## config.mk

```make
export PLATFORM = sky130hd
export DESIGN_NAME = supervisory_status
export DESIGN_NICKNAME = d
export VERILOG_FILES = /design/src/shared/supervisor_pkg.sv /design/src/rtl/sync2.sv /design/src/rtl/supervisory_status.sv
export SDC_FILE = /design/constraint.sdc
export NUM_CORES = 1
export LEC_CHECK = 0
export BUFFER_PORTS_ARGS = -buffer_cell sky130_fd_sc_hd__buf_2
export CAP_MARGIN = 20
export CORE_MARGIN = 1.5
export CORE_UTILIZATION = 60
export CTS_CLUSTER_SIZE = 24
export DETAILED_ROUTE_END_ITERATION = 10
export PLACE_DENSITY_LB_ADDON = 0.25
export SYNTH_ARGS = -nofsm -noshare
export SYNTH_HDL_FRONTEND = slang
export SYNTH_SLANG_ARGS = --single-unit
export TNS_END_PERCENT = 30
```

## constraint.sdc

```tcl
create_clock -name clk -period 3.7 [get_ports clk]
set_input_delay 0.37 -clock clk [delete_from_list [all_inputs] [get_ports clk]]
set_output_delay 0.37 -clock clk [all_outputs]
set_load 0.02 [all_outputs]
```

## src/shared/supervisor_pkg.sv

```systemverilog
package supervisor_pkg;
    localparam int ADDR_W = 13;
    // Register byte addresses
    localparam logic [12:0] FLAGS_ADDR = 13'h1FF0;
    localparam logic [12:0] ALARM_EN_ADDR = 13'h1FF6;
    localparam logic [12:0] WATCHDOG_ADDR = 13'h1FF7;
    localparam logic [12:0] CLK_CTRL_ADDR = 13'h1FF8;
    localparam logic [12:0] CENTURY_ADDR = 13'h1FFC;
    // Field positions
    localparam int BATT_LOW_BIT = 4;
    localparam int REC_SEL_BIT = 7;
    localparam int FREQ_TEST_BIT = 6;
    localparam int CENT_EN_BIT = 5;
    localparam int CENT_TOGGLE_BIT = 4;
    localparam int ALARM_IRQ_BIT = 7;
    localparam int ALARM_BACKUP_BIT = 5;
    localparam int UPDATE_HOLD_BIT = 7;
    localparam int SNAPSHOT_HOLD_BIT = 6;
    // Reset, unmapped-read and last-year values
    localparam logic [7:0] WATCHDOG_RESET = 8'h00;
    localparam logic [7:0] UNMAPPED_READ = 8'h00;
    localparam logic [7:0] YEAR_LAST = 8'h99;
    // Timing
    localparam int CLK_MHZ = 100;
    localparam int REC_SLOW_MIN_US = 40000;
    localparam int REC_FAST_MAX_US = 2000;
    localparam int REC_SLOW_CYCLES = REC_SLOW_MIN_US * CLK_MHZ;
    localparam int REC_FAST_CYCLES = REC_FAST_MAX_US * CLK_MHZ;
    localparam int REC_CNT_W = 23;
    typedef enum logic [1:0] {BACKUP, RECOVER, NORMAL} power_state_t;
endpackage

```

## src/rtl/sync2.sv

```systemverilog
`timescale 1ns/1ns
`default_nettype none
module sync2 #(
    parameter int W = 1
) (
    input wire logic clk, // System clock
    input wire logic rst_n, // Async reset, active low
    input wire logic [W-1:0] d, // Asynchronous input
    output logic [W-1:0] q // Synchronised output
);
    logic [W-1:0] stage1;

    always_ff @(posedge clk or negedge rst_n) begin
        if (!rst_n) begin
            stage1 <= '0;
            q <= '0;
        end else begin
            stage1 <= d;
            q <= stage1;
        end
    end
endmodule
`default_nettype wire

```

## src/rtl/supervisory_status.sv

```systemverilog
`timescale 1ns/1ns
`default_nettype none
module supervisory_status #(
    parameter int SLOW_CYCLES = supervisor_pkg::REC_SLOW_CYCLES,
    parameter int FAST_CYCLES = supervisor_pkg::REC_FAST_CYCLES
) (
    input wire logic clk, // 100 MHz clock
    input wire logic rst_n, // Battery attach reset, active low
    input wire logic sysReset_n, // Subsequent reset pin, active low
    input wire logic supplyGood, // Supply above deselect trip level
    input wire logic oscRunning, // Oscillator running
    input wire logic batteryBelow, // Battery below low threshold
    input wire logic monitorBelow, // Supply monitor input below threshold
    input wire logic dayRollover, // Day rollover pulse, same clock
    input wire logic yearUpdate, // Year counter update pulse, same clock
    input wire logic [7:0] yearBcd, // Year counter value before update
    input wire logic chipEn_n, // Chip enable, active low
    input wire logic writeEn_n, // Write enable, active low
    input wire logic outEn_n, // Output enable, active low
    input wire logic [12:0] addr, // Byte address
    input wire logic [7:0] dataIn, // Data bus input
    output logic [7:0] dataOut, // Data bus output
    output logic dataOe_n, // Data bus drive, low drives
    output logic supplyMonitorOut, // Supply monitor output
    output logic resetOut_n, // Reset output, active low
    output logic [7:0] watchdogReg, // Watchdog control byte
    output logic alarmIrqEnable, // Alarm interrupt enable
    output logic alarmBackupEnable, // Alarm in back-up enable
    output logic clockUpdateHold, // Clock update hold
    output logic clockSnapshotHold, // Clock snapshot hold
    output logic freqTestOutEnable, // Frequency test output enable
    output logic centuryToggleBit // Century bit
);
    localparam int SYNC_W = 29;

    logic [SYNC_W-1:0] syncOut;
    logic sysResetS, supplyS, oscS, battS, monBelowS;
    logic ceS, weS, oeS;
    logic [12:0] addrS;
    logic [7:0] dataS;
    logic weLast;
    supervisor_pkg::power_state_t state, next_state;
    logic [supervisor_pkg::REC_CNT_W-1:0] recCount;
    logic sysResetLast;
    logic batteryLow;
    logic recoverySelect;
    logic centuryEnable;

    sync2 #(.W(SYNC_W)) pinSync (
        .clk(clk),
        .rst_n(rst_n),
        .d({sysReset_n, supplyGood, oscRunning, batteryBelow, monitorBelow,
            chipEn_n, writeEn_n, outEn_n, addr, dataIn}),
        .q(syncOut)
    );

    assign {sysResetS, supplyS, oscS, battS, monBelowS, ceS, weS, oeS, addrS, dataS} = syncOut;

    // Power sequencing
    wire recoverLimit = recoverySelect ? (recCount >= supervisor_pkg::REC_CNT_W'(FAST_CYCLES - 1))
                                       : (recCount >= supervisor_pkg::REC_CNT_W'(SLOW_CYCLES - 1));
    wire enterRecover = (state == supervisor_pkg::BACKUP) && supplyS;
    wire powerDown = (state != supervisor_pkg::BACKUP) && !supplyS;
    wire resetEdge = sysResetLast && !sysResetS;

    always_comb begin
        next_state = state;
        unique case (state)
            supervisor_pkg::BACKUP: begin
                if (supplyS) begin
                    next_state = supervisor_pkg::RECOVER;
                end
            end
            supervisor_pkg::RECOVER: begin
                if (!supplyS) begin
                    next_state = supervisor_pkg::BACKUP;
                end else if (recoverLimit) begin
                    next_state = supervisor_pkg::NORMAL;
                end
            end
            supervisor_pkg::NORMAL: begin
                if (!supplyS) begin
                    next_state = supervisor_pkg::BACKUP;
                end
            end
            default: begin
                next_state = supervisor_pkg::BACKUP;
            end
        endcase
    end

    always_ff @(posedge clk or negedge rst_n) begin
        if (!rst_n) begin
            state <= supervisor_pkg::BACKUP;
            recCount <= '0;
            sysResetLast <= 1'b0;
            weLast <= 1'b1;
        end else begin
            state <= next_state;
            sysResetLast <= sysResetS;
            weLast <= weS;
            if (state == supervisor_pkg::RECOVER) begin
                recCount <= recCount + 1'b1;
            end else begin
                recCount <= '0;
            end
        end
    end

    // Pin outputs
    assign supplyMonitorOut = (state == supervisor_pkg::NORMAL) ? !monBelowS
                            : (state == supervisor_pkg::RECOVER);
    assign resetOut_n = (state == supervisor_pkg::NORMAL);

    // Battery monitoring
    wire dailyCheck = dayRollover && oscS && (state == supervisor_pkg::NORMAL);
    wire batteryCheck = enterRecover || dailyCheck;

    always_ff @(posedge clk or negedge rst_n) begin
        if (!rst_n) begin
            batteryLow <= 1'b0;
        end else if (batteryCheck) begin
            batteryLow <= battS;
        end
    end

    // Host bus decode
    wire powered = (state == supervisor_pkg::NORMAL);
    wire writeStrobe = powered && !ceS && weS && !weLast;
    wire selAlarm = (addrS == supervisor_pkg::ALARM_EN_ADDR);
    wire selWatchdog = (addrS == supervisor_pkg::WATCHDOG_ADDR);
    wire selClkCtrl = (addrS == supervisor_pkg::CLK_CTRL_ADDR);
    wire selCentury = (addrS == supervisor_pkg::CENTURY_ADDR);
    wire selFlags = (addrS == supervisor_pkg::FLAGS_ADDR);
    wire wrAlarm = writeStrobe && selAlarm;
    wire wrWatchdog = writeStrobe && selWatchdog;
    wire wrClkCtrl = writeStrobe && selClkCtrl;
    wire wrCentury = writeStrobe && selCentury;
    wire centuryTurn = yearUpdate && (yearBcd == supervisor_pkg::YEAR_LAST);
    // Thirteen volatile bits cleared on power-up or reset
    wire clearAll = enterRecover || resetEdge;

    // Control bits
    always_ff @(posedge clk or negedge rst_n) begin
        if (!rst_n) begin
            watchdogReg <= supervisor_pkg::WATCHDOG_RESET;
            alarmIrqEnable <= 1'b0;
            alarmBackupEnable <= 1'b0;
            clockUpdateHold <= 1'b0;
            clockSnapshotHold <= 1'b0;
            freqTestOutEnable <= 1'b0;
        end else if (clearAll) begin
            watchdogReg <= supervisor_pkg::WATCHDOG_RESET;
            alarmIrqEnable <= 1'b0;
            alarmBackupEnable <= 1'b0;
            clockUpdateHold <= 1'b0;
            clockSnapshotHold <= 1'b0;
            freqTestOutEnable <= 1'b0;
        end else if (powerDown) begin
            watchdogReg <= supervisor_pkg::WATCHDOG_RESET;
            clockUpdateHold <= 1'b0;
            clockSnapshotHold <= 1'b0;
            freqTestOutEnable <= 1'b0;
        end else begin
            if (wrWatchdog) begin
                watchdogReg <= dataS;
            end
            if (wrAlarm) begin
                alarmIrqEnable <= dataS[supervisor_pkg::ALARM_IRQ_BIT];
                alarmBackupEnable <= dataS[supervisor_pkg::ALARM_BACKUP_BIT];
            end
            if (wrClkCtrl) begin
                clockUpdateHold <= dataS[supervisor_pkg::UPDATE_HOLD_BIT];
                clockSnapshotHold <= dataS[supervisor_pkg::SNAPSHOT_HOLD_BIT];
            end
            if (wrCentury) begin
                freqTestOutEnable <= dataS[supervisor_pkg::FREQ_TEST_BIT];
            end
        end
    end

    // Retained bits, untouched by power cycles or reset
    always_ff @(posedge clk or negedge rst_n) begin
        if (!rst_n) begin
            recoverySelect <= 1'b0;
            centuryEnable <= 1'b0;
            centuryToggleBit <= 1'b0;
        end else begin
            if (wrCentury) begin
                recoverySelect <= dataS[supervisor_pkg::REC_SEL_BIT];
                centuryEnable <= dataS[supervisor_pkg::CENT_EN_BIT];
            end
            if (centuryTurn && centuryEnable) begin
                centuryToggleBit <= !centuryToggleBit;
            end else if (wrCentury && clockUpdateHold) begin
                centuryToggleBit <= dataS[supervisor_pkg::CENT_TOGGLE_BIT];
            end
        end
    end

    // Read path; flags read has no side effect
    logic [7:0] flagsByte, alarmByte, clkCtrlByte, centuryByte, readMux;
    always_comb begin
        flagsByte = 8'h00;
        flagsByte[supervisor_pkg::BATT_LOW_BIT] = batteryLow;
        alarmByte = 8'h00;
        alarmByte[supervisor_pkg::ALARM_IRQ_BIT] = alarmIrqEnable;
        alarmByte[supervisor_pkg::ALARM_BACKUP_BIT] = alarmBackupEnable;
        clkCtrlByte = 8'h00;
        clkCtrlByte[supervisor_pkg::UPDATE_HOLD_BIT] = clockUpdateHold;
        clkCtrlByte[supervisor_pkg::SNAPSHOT_HOLD_BIT] = clockSnapshotHold;
        centuryByte = 8'h00;
        centuryByte[supervisor_pkg::REC_SEL_BIT] = recoverySelect;
        centuryByte[supervisor_pkg::FREQ_TEST_BIT] = freqTestOutEnable;
        centuryByte[supervisor_pkg::CENT_EN_BIT] = centuryEnable;
        centuryByte[supervisor_pkg::CENT_TOGGLE_BIT] = centuryToggleBit;
        readMux = supervisor_pkg::UNMAPPED_READ;
        if (selFlags) begin
            readMux = flagsByte;
        end else if (selAlarm) begin
            readMux = alarmByte;
        end else if (selWatchdog) begin
            readMux = watchdogReg;
        end else if (selClkCtrl) begin
            readMux = clkCtrlByte;
        end else if (selCentury) begin
            readMux = centuryByte;
        end
    end

    wire readActive = powered && !ceS && !oeS && weS;

    always_ff @(posedge clk or negedge rst_n) begin
        if (!rst_n) begin
            dataOut <= 8'h00;
        end else begin
            dataOut <= readMux;
        end
    end

    assign dataOe_n = !readActive;

    // Checks
    logic [supervisor_pkg::REC_CNT_W-1:0] recWatch;
    always_ff @(posedge clk or negedge rst_n) begin
        if (!rst_n) begin
            recWatch <= '0;
        end else if (state == supervisor_pkg::RECOVER) begin
            recWatch <= recWatch + 1'b1;
        end else begin
            recWatch <= '0;
        end
    end

    a_backup_mon_low: assert property (@(posedge clk) disable iff (!rst_n)
        state == supervisor_pkg::BACKUP |-> !supplyMonitorOut && !resetOut_n)
        else $error("Monitor output not low in back-up");
    a_recover_mon_high: assert property (@(posedge clk) disable iff (!rst_n)
        state == supervisor_pkg::RECOVER |-> supplyMonitorOut && !resetOut_n)
        else $error("Monitor output not forced high in recovery");
    a_normal_follow: assert property (@(posedge clk) disable iff (!rst_n)
        state == supervisor_pkg::NORMAL |-> supplyMonitorOut == !monBelowS && resetOut_n)
        else $error("Monitor output does not follow comparator");
    a_fast_limit: assert property (@(posedge clk) disable iff (!rst_n)
        state == supervisor_pkg::RECOVER && recoverySelect |->
        recWatch < supervisor_pkg::REC_CNT_W'(FAST_CYCLES))
        else $error("Fast recovery exceeded its limit");
    a_slow_least: assert property (@(posedge clk) disable iff (!rst_n)
        $past(state) == supervisor_pkg::RECOVER && state == supervisor_pkg::NORMAL &&
        !recoverySelect |-> $past(recWatch) == supervisor_pkg::REC_CNT_W'(SLOW_CYCLES - 1))
        else $error("Slow recovery ended early");
    a_no_backup_check: assert property (@(posedge clk) disable iff (!rst_n)
        state == supervisor_pkg::BACKUP && !supplyS |=> $stable(batteryLow))
        else $error("Battery flag changed in back-up");
    a_powerup_clear: assert property (@(posedge clk) disable iff (!rst_n)
        enterRecover |=> !alarmIrqEnable && !alarmBackupEnable && !clockUpdateHold &&
        !clockSnapshotHold &&
        watchdogReg == supervisor_pkg::WATCHDOG_RESET && !freqTestOutEnable)
        else $error("Power-up defaults not applied");
    a_powerdown_keep: assert property (@(posedge clk) disable iff (!rst_n)
        powerDown && !clearAll |=> !clockUpdateHold && !clockSnapshotHold &&
        !freqTestOutEnable && $stable(alarmIrqEnable) && $stable(alarmBackupEnable))
        else $error("Power-down defaults wrong");
    a_century_toggle: assert property (@(posedge clk) disable iff (!rst_n)
        centuryTurn && centuryEnable |=> centuryToggleBit != $past(centuryToggleBit))
        else $error("Century bit did not toggle");
    a_century_gate: assert property (@(posedge clk) disable iff (!rst_n)
        !(centuryTurn && centuryEnable) && !clockUpdateHold |=> $stable(centuryToggleBit))
        else $error("Century bit changed without hold");
    a_battery_sample: assert property (@(posedge clk) disable iff (!rst_n)
        batteryCheck |=> batteryLow == $past(battS))
        else $error("Battery check result not captured");

    c_full_recovery: cover property (@(posedge clk) disable iff (!rst_n)
        state == supervisor_pkg::RECOVER ##1 state == supervisor_pkg::NORMAL);
    c_daily_low: cover property (@(posedge clk) disable iff (!rst_n)
        dailyCheck && battS);
    c_century_turn: cover property (@(posedge clk) disable iff (!rst_n)
        centuryTurn && centuryEnable);
endmodule
`default_nettype wire

```

# Word level (Yosys, flattened, before mapping)
# Cells that the tools add are included.
# op_classes
n_eq_ne	12
mux	33
reduce_logical	36
n_lt_le_gt_ge	2
addsub	1
# ops
operator	count
== test 13 bit, second input constant	5
two-way mux 8 bit	8
adder 23 x 1 -> 23 bit, second input constant	1
greater-or-equal comparator 23 x 18 -> 1 bit, second input constant	1
greater-or-equal comparator 23 x 22 -> 1 bit, second input constant	1
two-way mux 23 bit	1
two-way mux 1 bit	19
logical AND 1 bit	17
nonzero test 3 bit	3
== test 8 bit, second input constant	1
zero test 1 bit	8
two-way mux 2 bit	4
case mux 2 bit (3 select lines)	1
nonzero test 2 bit	3
!= test 2 x 1 -> 1 bit, second input constant	2
!= test 3 bit, second input constant	1
AND reduction 3 bit	1
== test 2 x 1 -> 1 bit, second input constant	1
== test 2 bit, second input constant	1
zero test 2 bit	1
logical OR 1 bit	2
!= test 2 bit, second input constant	1
AND reduction 2 bit	1
# totals
input_bits	41
ff_bits	110
out_inout_bits	25
wordCells	101

# Depth between registers and ports, before layout
# Gate-level depths: netlist of run 1.
# depth
ltp_word	8
ltp_mapped	6
ltp_nobuf	6

# Hierarchy
# A second synthesis of run 1 with hierarchy kept.
# unflattened
cells_unflattened	340
area_unflattened_um2	4149.0
# by_module_without_submodules
mod	area_each_um2	cells_per_inst	seq_area_each_um2	instances
supervisory_status	2697.6	282	1302.5	1
sync2	1451.4	58	1451.4	1

# Worst setup path before layout of run 1
# No wires, ideal clock.
# synth_path
kind	reg-to-reg
from	register recCount[14] in the netlist's numbering
to	register state[1]
synth_period_minus_slack_ps	1830
arrival_time_ps	1711
setup_time_ps	120
stages_incl_launch_ff	7
required_time_ps	3580
path_buffers	1
slack_ps	1870
cell_sequence	dfrtp_1 > buf_6 > or4_4 > or3_1 > o211ai_2 > a32oi_1 > and3_1
# synth_between
elab_chain_cells	4
word_cells_on_any_way	5
cone_classes	order compare (2); eq/ne (1); mux (1); reduce/logical (1)
# synth_lines
item	line_no	text
start: declaration	supervisory_status.sv:43	logic [supervisor_pkg::REC_CNT_W-1:0] recCount;
start signal: assignment	supervisory_status.sv:103	recCount <= recCount + 1'b1;
greater-or-equal comparator 23 x 22 -> 1 bit or greater-or-equal comparator 23 x 18 -> 1 bit (tied branches)	supervisory_status.sv:61, supervisory_status.sv:60	
two-way mux 1 bit (*)	supervisory_status.sv:60	wire recoverLimit = recoverySelect ? (recCount >= supervisor_pkg::REC_CNT_W'(FAST_CYCLES - 1))
!= test 3 bit (no line) (*)	--	
AND reduction 3 bit (no line) (*)	--	
end signal: assignment	supervisory_status.sv:94	state <= supervisor_pkg::BACKUP;
end signal: assignment	supervisory_status.sv:99	state <= next_state;
end: declaration	supervisory_status.sv:42	supervisor_pkg::power_state_t state, next_state;
# Mark *: on every way between the ends. The rest lies on a longest branch, timed or not.
# A chain may end at the register's enable or synchronous reset.

# Final worst setup path of run 1
# layout_path
from	register state[1]
to	output port supplyMonitorOut
# layout_between
elab_chain_cells	2
word_cells_on_any_way	3
cone_classes	eq/ne (2); mux (1)
# layout_lines
item	line_no	text
== test 2 x 1 -> 1 bit or == test 2 bit (tied branches)	supervisory_status.sv:112, supervisory_status.sv:111	
two-way mux 1 bit (*)	supervisory_status.sv:111	assign supplyMonitorOut = (state == supervisor_pkg::NORMAL) ? !monBelowS
end: declaration	supervisory_status.sv:24	output logic supplyMonitorOut,
# Marked as above.

==> results of run 1 <==
-- power by group --
group	switching (mW)	internal, mW
clock	0.405	0.258
combinational	0.156	0.0688
sequential	0.0373	1.26
total	0.598	1.59
-- state kept, by name, indices dropped and copies added (netlist names), 2 cells and up --
register	count
recCount	23
pinSync.stage1	29
pinSync.q	29
watchdogReg	8
dataOut	8
state	2
-- cells in the mapped netlist (4+ instances only) --
master	count
a21oi_1	16
nor2_1	33
nor4_1	5
and3_1	4
nor3_1	6
nand2b_1	6
nand3_1	22
inv_1	5
clkbuf_1	7
and2_1	5
xnor2_1	6
nand2_1	25
dfrtp_1	109
xor2_1	14
o21ai_1	4
nand4_1	13
-- layer usage --
metal  GRT usage, %  wire [µm]  up-vias
met1           29.8       3010     1332
met5              0          0        -
met2           33.6       3410      102
met4           6.16         99        0
li1               -          -     1288
met3           5.39        439       11
-- stage by stage --
step	instance area [µm²]	setup WS, ns	instances
2_1_floorplan	4100	1.87	332
3_3_place_gp	4500	1.50	466
3_5_place_dp	4500	1.46	466
4_1_cts	4690	1.46	482
5_1_grt	4690	1.29	482
6_report	4690	1.47	482
-- how the worst max path moves through the flow --
stage	startpoint	end	slack (ns)	cells past startpoint
finish	state[1]	supplyMonitorOut	1.47	3
global route	state[1]	state[1]	1.29	5
CTS	state[1]	supplyMonitorOut	1.46	3
detailed placement	state[1]	state[1]	1.46	5
global placement	state[1]	state[1]	1.50	5
floorplan	recCount[14]	state[1]	1.87	6
-- critical path, cell delays in order (launching register included) --
cell and delay (ns):
dfrtp_1 0.40, nand2b_1 0.73, o21ai_1 0.15, buf_2 0.21
-- cell families after synthesis --
family                     after synthesis  share of synthesized area, %
and+or+nand+nor                        142                          18.8
DFF                                    110                          67.1
AOI/OAI and AO/OA                       36                          6.07
xor gates and xnor gates                20                          4.27
buffers and inverters                   17                          1.83
muxes                                    6                          1.59
adders and majority gates                1                         0.305
-- area by class of cell --
| cell class | instances | area [µm²] |
|---|---|---|
| clock buffers | 9 | 124 |
| clock inverters | 7 | 66.3 |
| fillers | 460 | 1800 |
| inverters | 6 | 22.5 |
| multi-input cells | 205 | 1280 |
| flip-flops and latches | 110 | 2750 |
| well taps | 77 | 96.3 |
| repair buffers | 68 | 350 |
==> impl_metrics.env, run 1 <==
export IMPL_status="completed"
export IMPL_first_pass_iters=5
export IMPL_syn_nets=374
export IMPL_finalCritPeriodShare_pct=60.2
export IMPL_reg2reg_from="state[1]"
export IMPL_clk_latency_ns=0.37
export IMPL_vias=2733
export IMPL_avgSynthCellArea_um2=12.4
export IMPL_initial_core_util_pct=63.1
export IMPL_drv_slew=0
export IMPL_peakVddDrop_uv=393
export IMPL_worstSetupEndpointType="output pin"
export IMPL_reg2reg_depth=5
export IMPL_r2r_slack_ns=1.49
export IMPL_post_route_util_pct=72.2
export IMPL_cts_resized=0
export IMPL_yosysSeqAreaShare_pct=67.1
export IMPL_syn_to_final_growth_pct=14.4
export IMPL_cts_clk_slew_worst_paths_ns=0.10
export IMPL_syn_area_um2=4100
export IMPL_yosys_area_top_type_share_pct=66.5
export IMPL_min_period_ns=2.23
export IMPL_hold_violations=0
export IMPL_synthFlopType="dfrtp_1"
export IMPL_clock_skew_ns=0.0162
export IMPL_clk_path_buf_depth=2
export IMPL_rows=29
export IMPL_path_max_fanout=26
export IMPL_crit_required_ns=3.33
export IMPL_rsz0062_at_grt="false"
export IMPL_synth_top_cell_by_area="dfrtp_1"
export IMPL_avgRoutedWirePerCell_um=14.4
export IMPL_synth_seq_cells=110
export IMPL_final_cell_mix="109 x dfrtp_1, 64 x buf_2, 33 x nor2_1"
export IMPL_gr_usage_all_layers_pct=21.3
export IMPL_cts_root_buf="clkbuf_8"
export IMPL_cts_setup_buffers=0
export IMPL_worstHoldPathType="in -> async"
export IMPL_grt_max_degree=52
export IMPL_synth_enable_flop_cells=0
export IMPL_syn_inst=332
export IMPL_cts_sinks=110
export IMPL_via_per_inst=5.67
export IMPL_cts_tree="built"
export IMPL_h_tree_depth=3
export IMPL_grt_ovfl_total=0
export IMPL_numCtsBuffers=9
export IMPL_nets=442
export IMPL_port_buffers=65
export IMPL_yosys_warnings=0
export IMPL_finalSetupTns_ns=0
export IMPL_synthArstFlopShare_pct=100
export IMPL_io_pins=66
export IMPL_tightest_slew_ns=0.931
export IMPL_timing_max_cap_violations=0
export IMPL_core_um2=6490
export IMPL_synth_distinct_cells=51
export IMPL_hold_buffers=0
export IMPL_gp_congestion=0.878
export IMPL_arrival_ns=1.86
export IMPL_die_y_um=85.7
export IMPL_drt_wl_total_mm=6.96
export IMPL_diodes=0
export IMPL_holdWs_ns=0.00801
export IMPL_grt_pass1_vias=2538
export IMPL_grt_pass1_wl_mm=12.0
export IMPL_mostFrequentLayoutCell="dfrtp_1"
export IMPL_die_w_um=85.7
export IMPL_fmax_ghz=0.449
export IMPL_synthTopCellsByArea="dfrtp_1 67%, nor2_1 3.0%, xor2_1 3.0%"
export IMPL_r2r_end="state[1]"
export IMPL_power_mw=2.18
export IMPL_drc=0
export IMPL_finalSetupViolations=0
export IMPL_antenna_found_initial=0
export IMPL_die_area_um2=7340
export IMPL_start_kind="flop"
export IMPL_drive_gt1_share_pct=23.7
export IMPL_maxSlewHeadroom_pct=37.8
export IMPL_p_leak_nw=2.19
export IMPL_ant_nets=0
export IMPL_critPathKind="reg -> out"
export IMPL_power_density_nw_per_um2=466
export IMPL_first_iter_violations=178
export IMPL_dp_hpwl_mm=4.94
(Power assumes the default switching activity.)
==> run 2, diff against run 1 <==
--- a/config.mk
+++ b/config.mk
@@ -8,7 +8,7 @@
 export BUFFER_PORTS_ARGS = -buffer_cell sky130_fd_sc_hd__buf_2
 export CAP_MARGIN = 20
 export CORE_MARGIN = 1.5
-export CORE_UTILIZATION = 60
+export CORE_UTILIZATION = 50
 export CTS_CLUSTER_SIZE = 24
 export DETAILED_ROUTE_END_ITERATION = 10
 export PLACE_DENSITY_LB_ADDON = 0.25
==> constraint.sdc (replaced) <==
create_clock -name clk -period 2 [get_ports clk]
set_input_delay 0.2 -clock clk [delete_from_list [all_inputs] [get_ports clk]]
set_output_delay 0.2 -clock clk [all_outputs]
set_load 0.02 [all_outputs]
==> impl_metrics.env, run 2 (same netlist as run 1, synthesis figures left out) <==
export IMPL_via_per_inst=5.27
export IMPL_dp_hpwl_mm=5.36
export IMPL_syn_to_final_growth_pct=25.1
export IMPL_core_um2=7850
export IMPL_hold_violations=0
export IMPL_fmax_ghz=0.519
export IMPL_r2r_slack_ns=0.07
export IMPL_post_route_util_pct=65.4
export IMPL_clk_latency_ns=0.37
export IMPL_finalSetupViolations=0
export IMPL_start_kind="flop"
export IMPL_die_w_um=93.6
export IMPL_numCtsBuffers=9
export IMPL_min_period_ns=1.93
export IMPL_worstHoldPathType="in -> reg"
export IMPL_antenna_found_initial=0
export IMPL_grt_ovfl_total=0
export IMPL_timing_max_cap_violations=0
export IMPL_path_max_fanout=4
export IMPL_nets=481
export IMPL_cp_slowest_cell="or4_4"
export IMPL_p_leak_nw=2.36
export IMPL_p_int_mw=3.05
export IMPL_min_delay_start="yearBcd[7]"
export IMPL_first_pass_iters=5
export IMPL_grt_max_degree=42
export IMPL_avgRoutedWirePerCell_um=14.6
export IMPL_die_area_um2=8760
export IMPL_drv_slew=0
export IMPL_diodes=0
export IMPL_finalCritPeriodShare_pct=96.4
export IMPL_tightest_slew_ns=0.923
export IMPL_gr_usage_all_layers_pct=20.4
export IMPL_swShare_pct=26.7
export IMPL_cts_root_buf="clkbuf_8"
export IMPL_grt_pass1_wl_mm=13.6
export IMPL_reg2reg_from="recCount[13]"
export IMPL_crit_required_ns=2.26
export IMPL_hold_depth=4
export IMPL_clk_path_buf_depth=2
export IMPL_min_to="centuryToggleBit"
export IMPL_reg2reg_depth=5
export IMPL_r2r_end="state[1]"
export IMPL_pwr_share_comb_pct=12.7
export IMPL_gp_congestion=0.841
export IMPL_rows=32
export IMPL_cts_tree="built"
export IMPL_reg_largest_list="pinSync.q x29, pinSync.stage1 x29, recCount x23"
export IMPL_clock_skew_ns=0.0185
export IMPL_rsz0062_at_grt="false"
export IMPL_first_iter_violations=165
export IMPL_peakVddDrop_uv=568
export IMPL_maxSlewHeadroom_pct=38.3
export IMPL_power_density_nw_per_um2=810
export IMPL_h_tree_depth=3
export IMPL_critPathKind="reg -> reg"
export IMPL_path_cells="or4_4 > or3_1 > o211ai_2 > a32oi_2 > and3_1"
export IMPL_switchingPower_mw=1.11
export IMPL_drt_wl_total_mm=7.95
export IMPL_drive_gt1_share_pct=24.1
export IMPL_io_pins=66
export IMPL_finalSetupTns_ns=0
export IMPL_vias=2879
export IMPL_grt_pass1_vias=2938
export IMPL_initial_core_util_pct=52.3
export IMPL_max_stage_delay_ns=0.56
export IMPL_cts_sinks=110
export IMPL_die_y_um=93.6
export IMPL_arrival_ns=2.18
export IMPL_mostFrequentLayoutCell="dfrtp_1"
export IMPL_seqPwrFrac_pct=57.7
export IMPL_drc=0
export IMPL_status="completed"
export IMPL_final_cell_mix="109 x dfrtp_1, 64 x buf_2, 33 x nor2_1"
export IMPL_worstSetupEndpointType="flop"
export IMPL_cts_clk_slew_worst_paths_ns=0.09
export IMPL_clockPowerShare_pct=29.6
export IMPL_port_buffers=65
export IMPL_ant_nets=0
-- run 2: final cells by class --
class,instances,area [µm²]
Sequential cell,110,2750
Fill cell,622,2720
Multi-Input combinational cell,205,1300
Timing Repair Buffer,107,743
Clock buffer,11,141
Tap cell,102,128
Clock inverter,5,43.8
Inverter,6,22.5
-- run 2: what timing repair did --
action                                 in CTS  in global routing
setup buffers                               0                  2
endpoints found under the hold margin      65                  0
setup endpoints to repair                   0                 10
hold buffers                               30                  0
gates resized for setup                     0                  4
-- run 2: worst max-delay path by stage --
stage,from,end,cells after the start
after floorplan,recCount[14],state[1],6
final,recCount[13],state[1],5
after detailed placement,recCount[13],state[1],5
after global routing,recCount[13],state[1],5
after global placement,state[1],watchdogReg[0],6
after CTS,state[0],dataOe_n,5
-- run 2: worst max-delay path, delay by kind of cell, from the launching register on --
family,cells,cell delay (ns)
and+or+nand+nor,3,1.10
DFF,1,0.42
AOI/OAI and AO/OA,2,0.31
-- run 2: per-stage QoR --
| step | total power, mW | setup slack, ns | cell area [µm²] | hold WS, ns | cells |
|---|---|---|---|---|---|
| 2_1_floorplan | 2.69 | 0.170 | 4100 | -0.0956 | 332 |
| 4_1_cts | 4.17 | 0.0247 | 5100 | 0.248 | 544 |
| 5_1_grt | 4.36 | 0.00241 | 5130 | 0.276 | 546 |
| 3_5_place_dp | 2.90 | 0.0851 | 4610 | 0.202 | 498 |
| 6_report | 4.16 | 0.0716 | 5130 | 0.263 | 546 |
| 3_3_place_gp | 2.88 | 0.168 | 4610 | 0.187 | 498 |
-- run 2: power by group through the flow --
stage | logic [mW] | registers (mW) | clock network (mW)
CTS | 0.506 | 2.40 | 1.26
floorplan | 0.271 | 2.42 | 0
global placement | 0.445 | 2.44 | 0
global route | 0.590 | 2.42 | 1.35
detailed placement | 0.459 | 2.44 | 0
finish | 0.528 | 2.40 | 1.23
-- run 2: routing by layer --
metal / global-route usage (%) / vias up / wire (µm)
met1: 27.1 / 1402 / 3420
met4: 9.08 / 0 / 147
met2: 33.0 / 93 / 3960
li1: - / 1369 / -
met5: 0 / - / 0
met3: 3.41 / 15 / 423
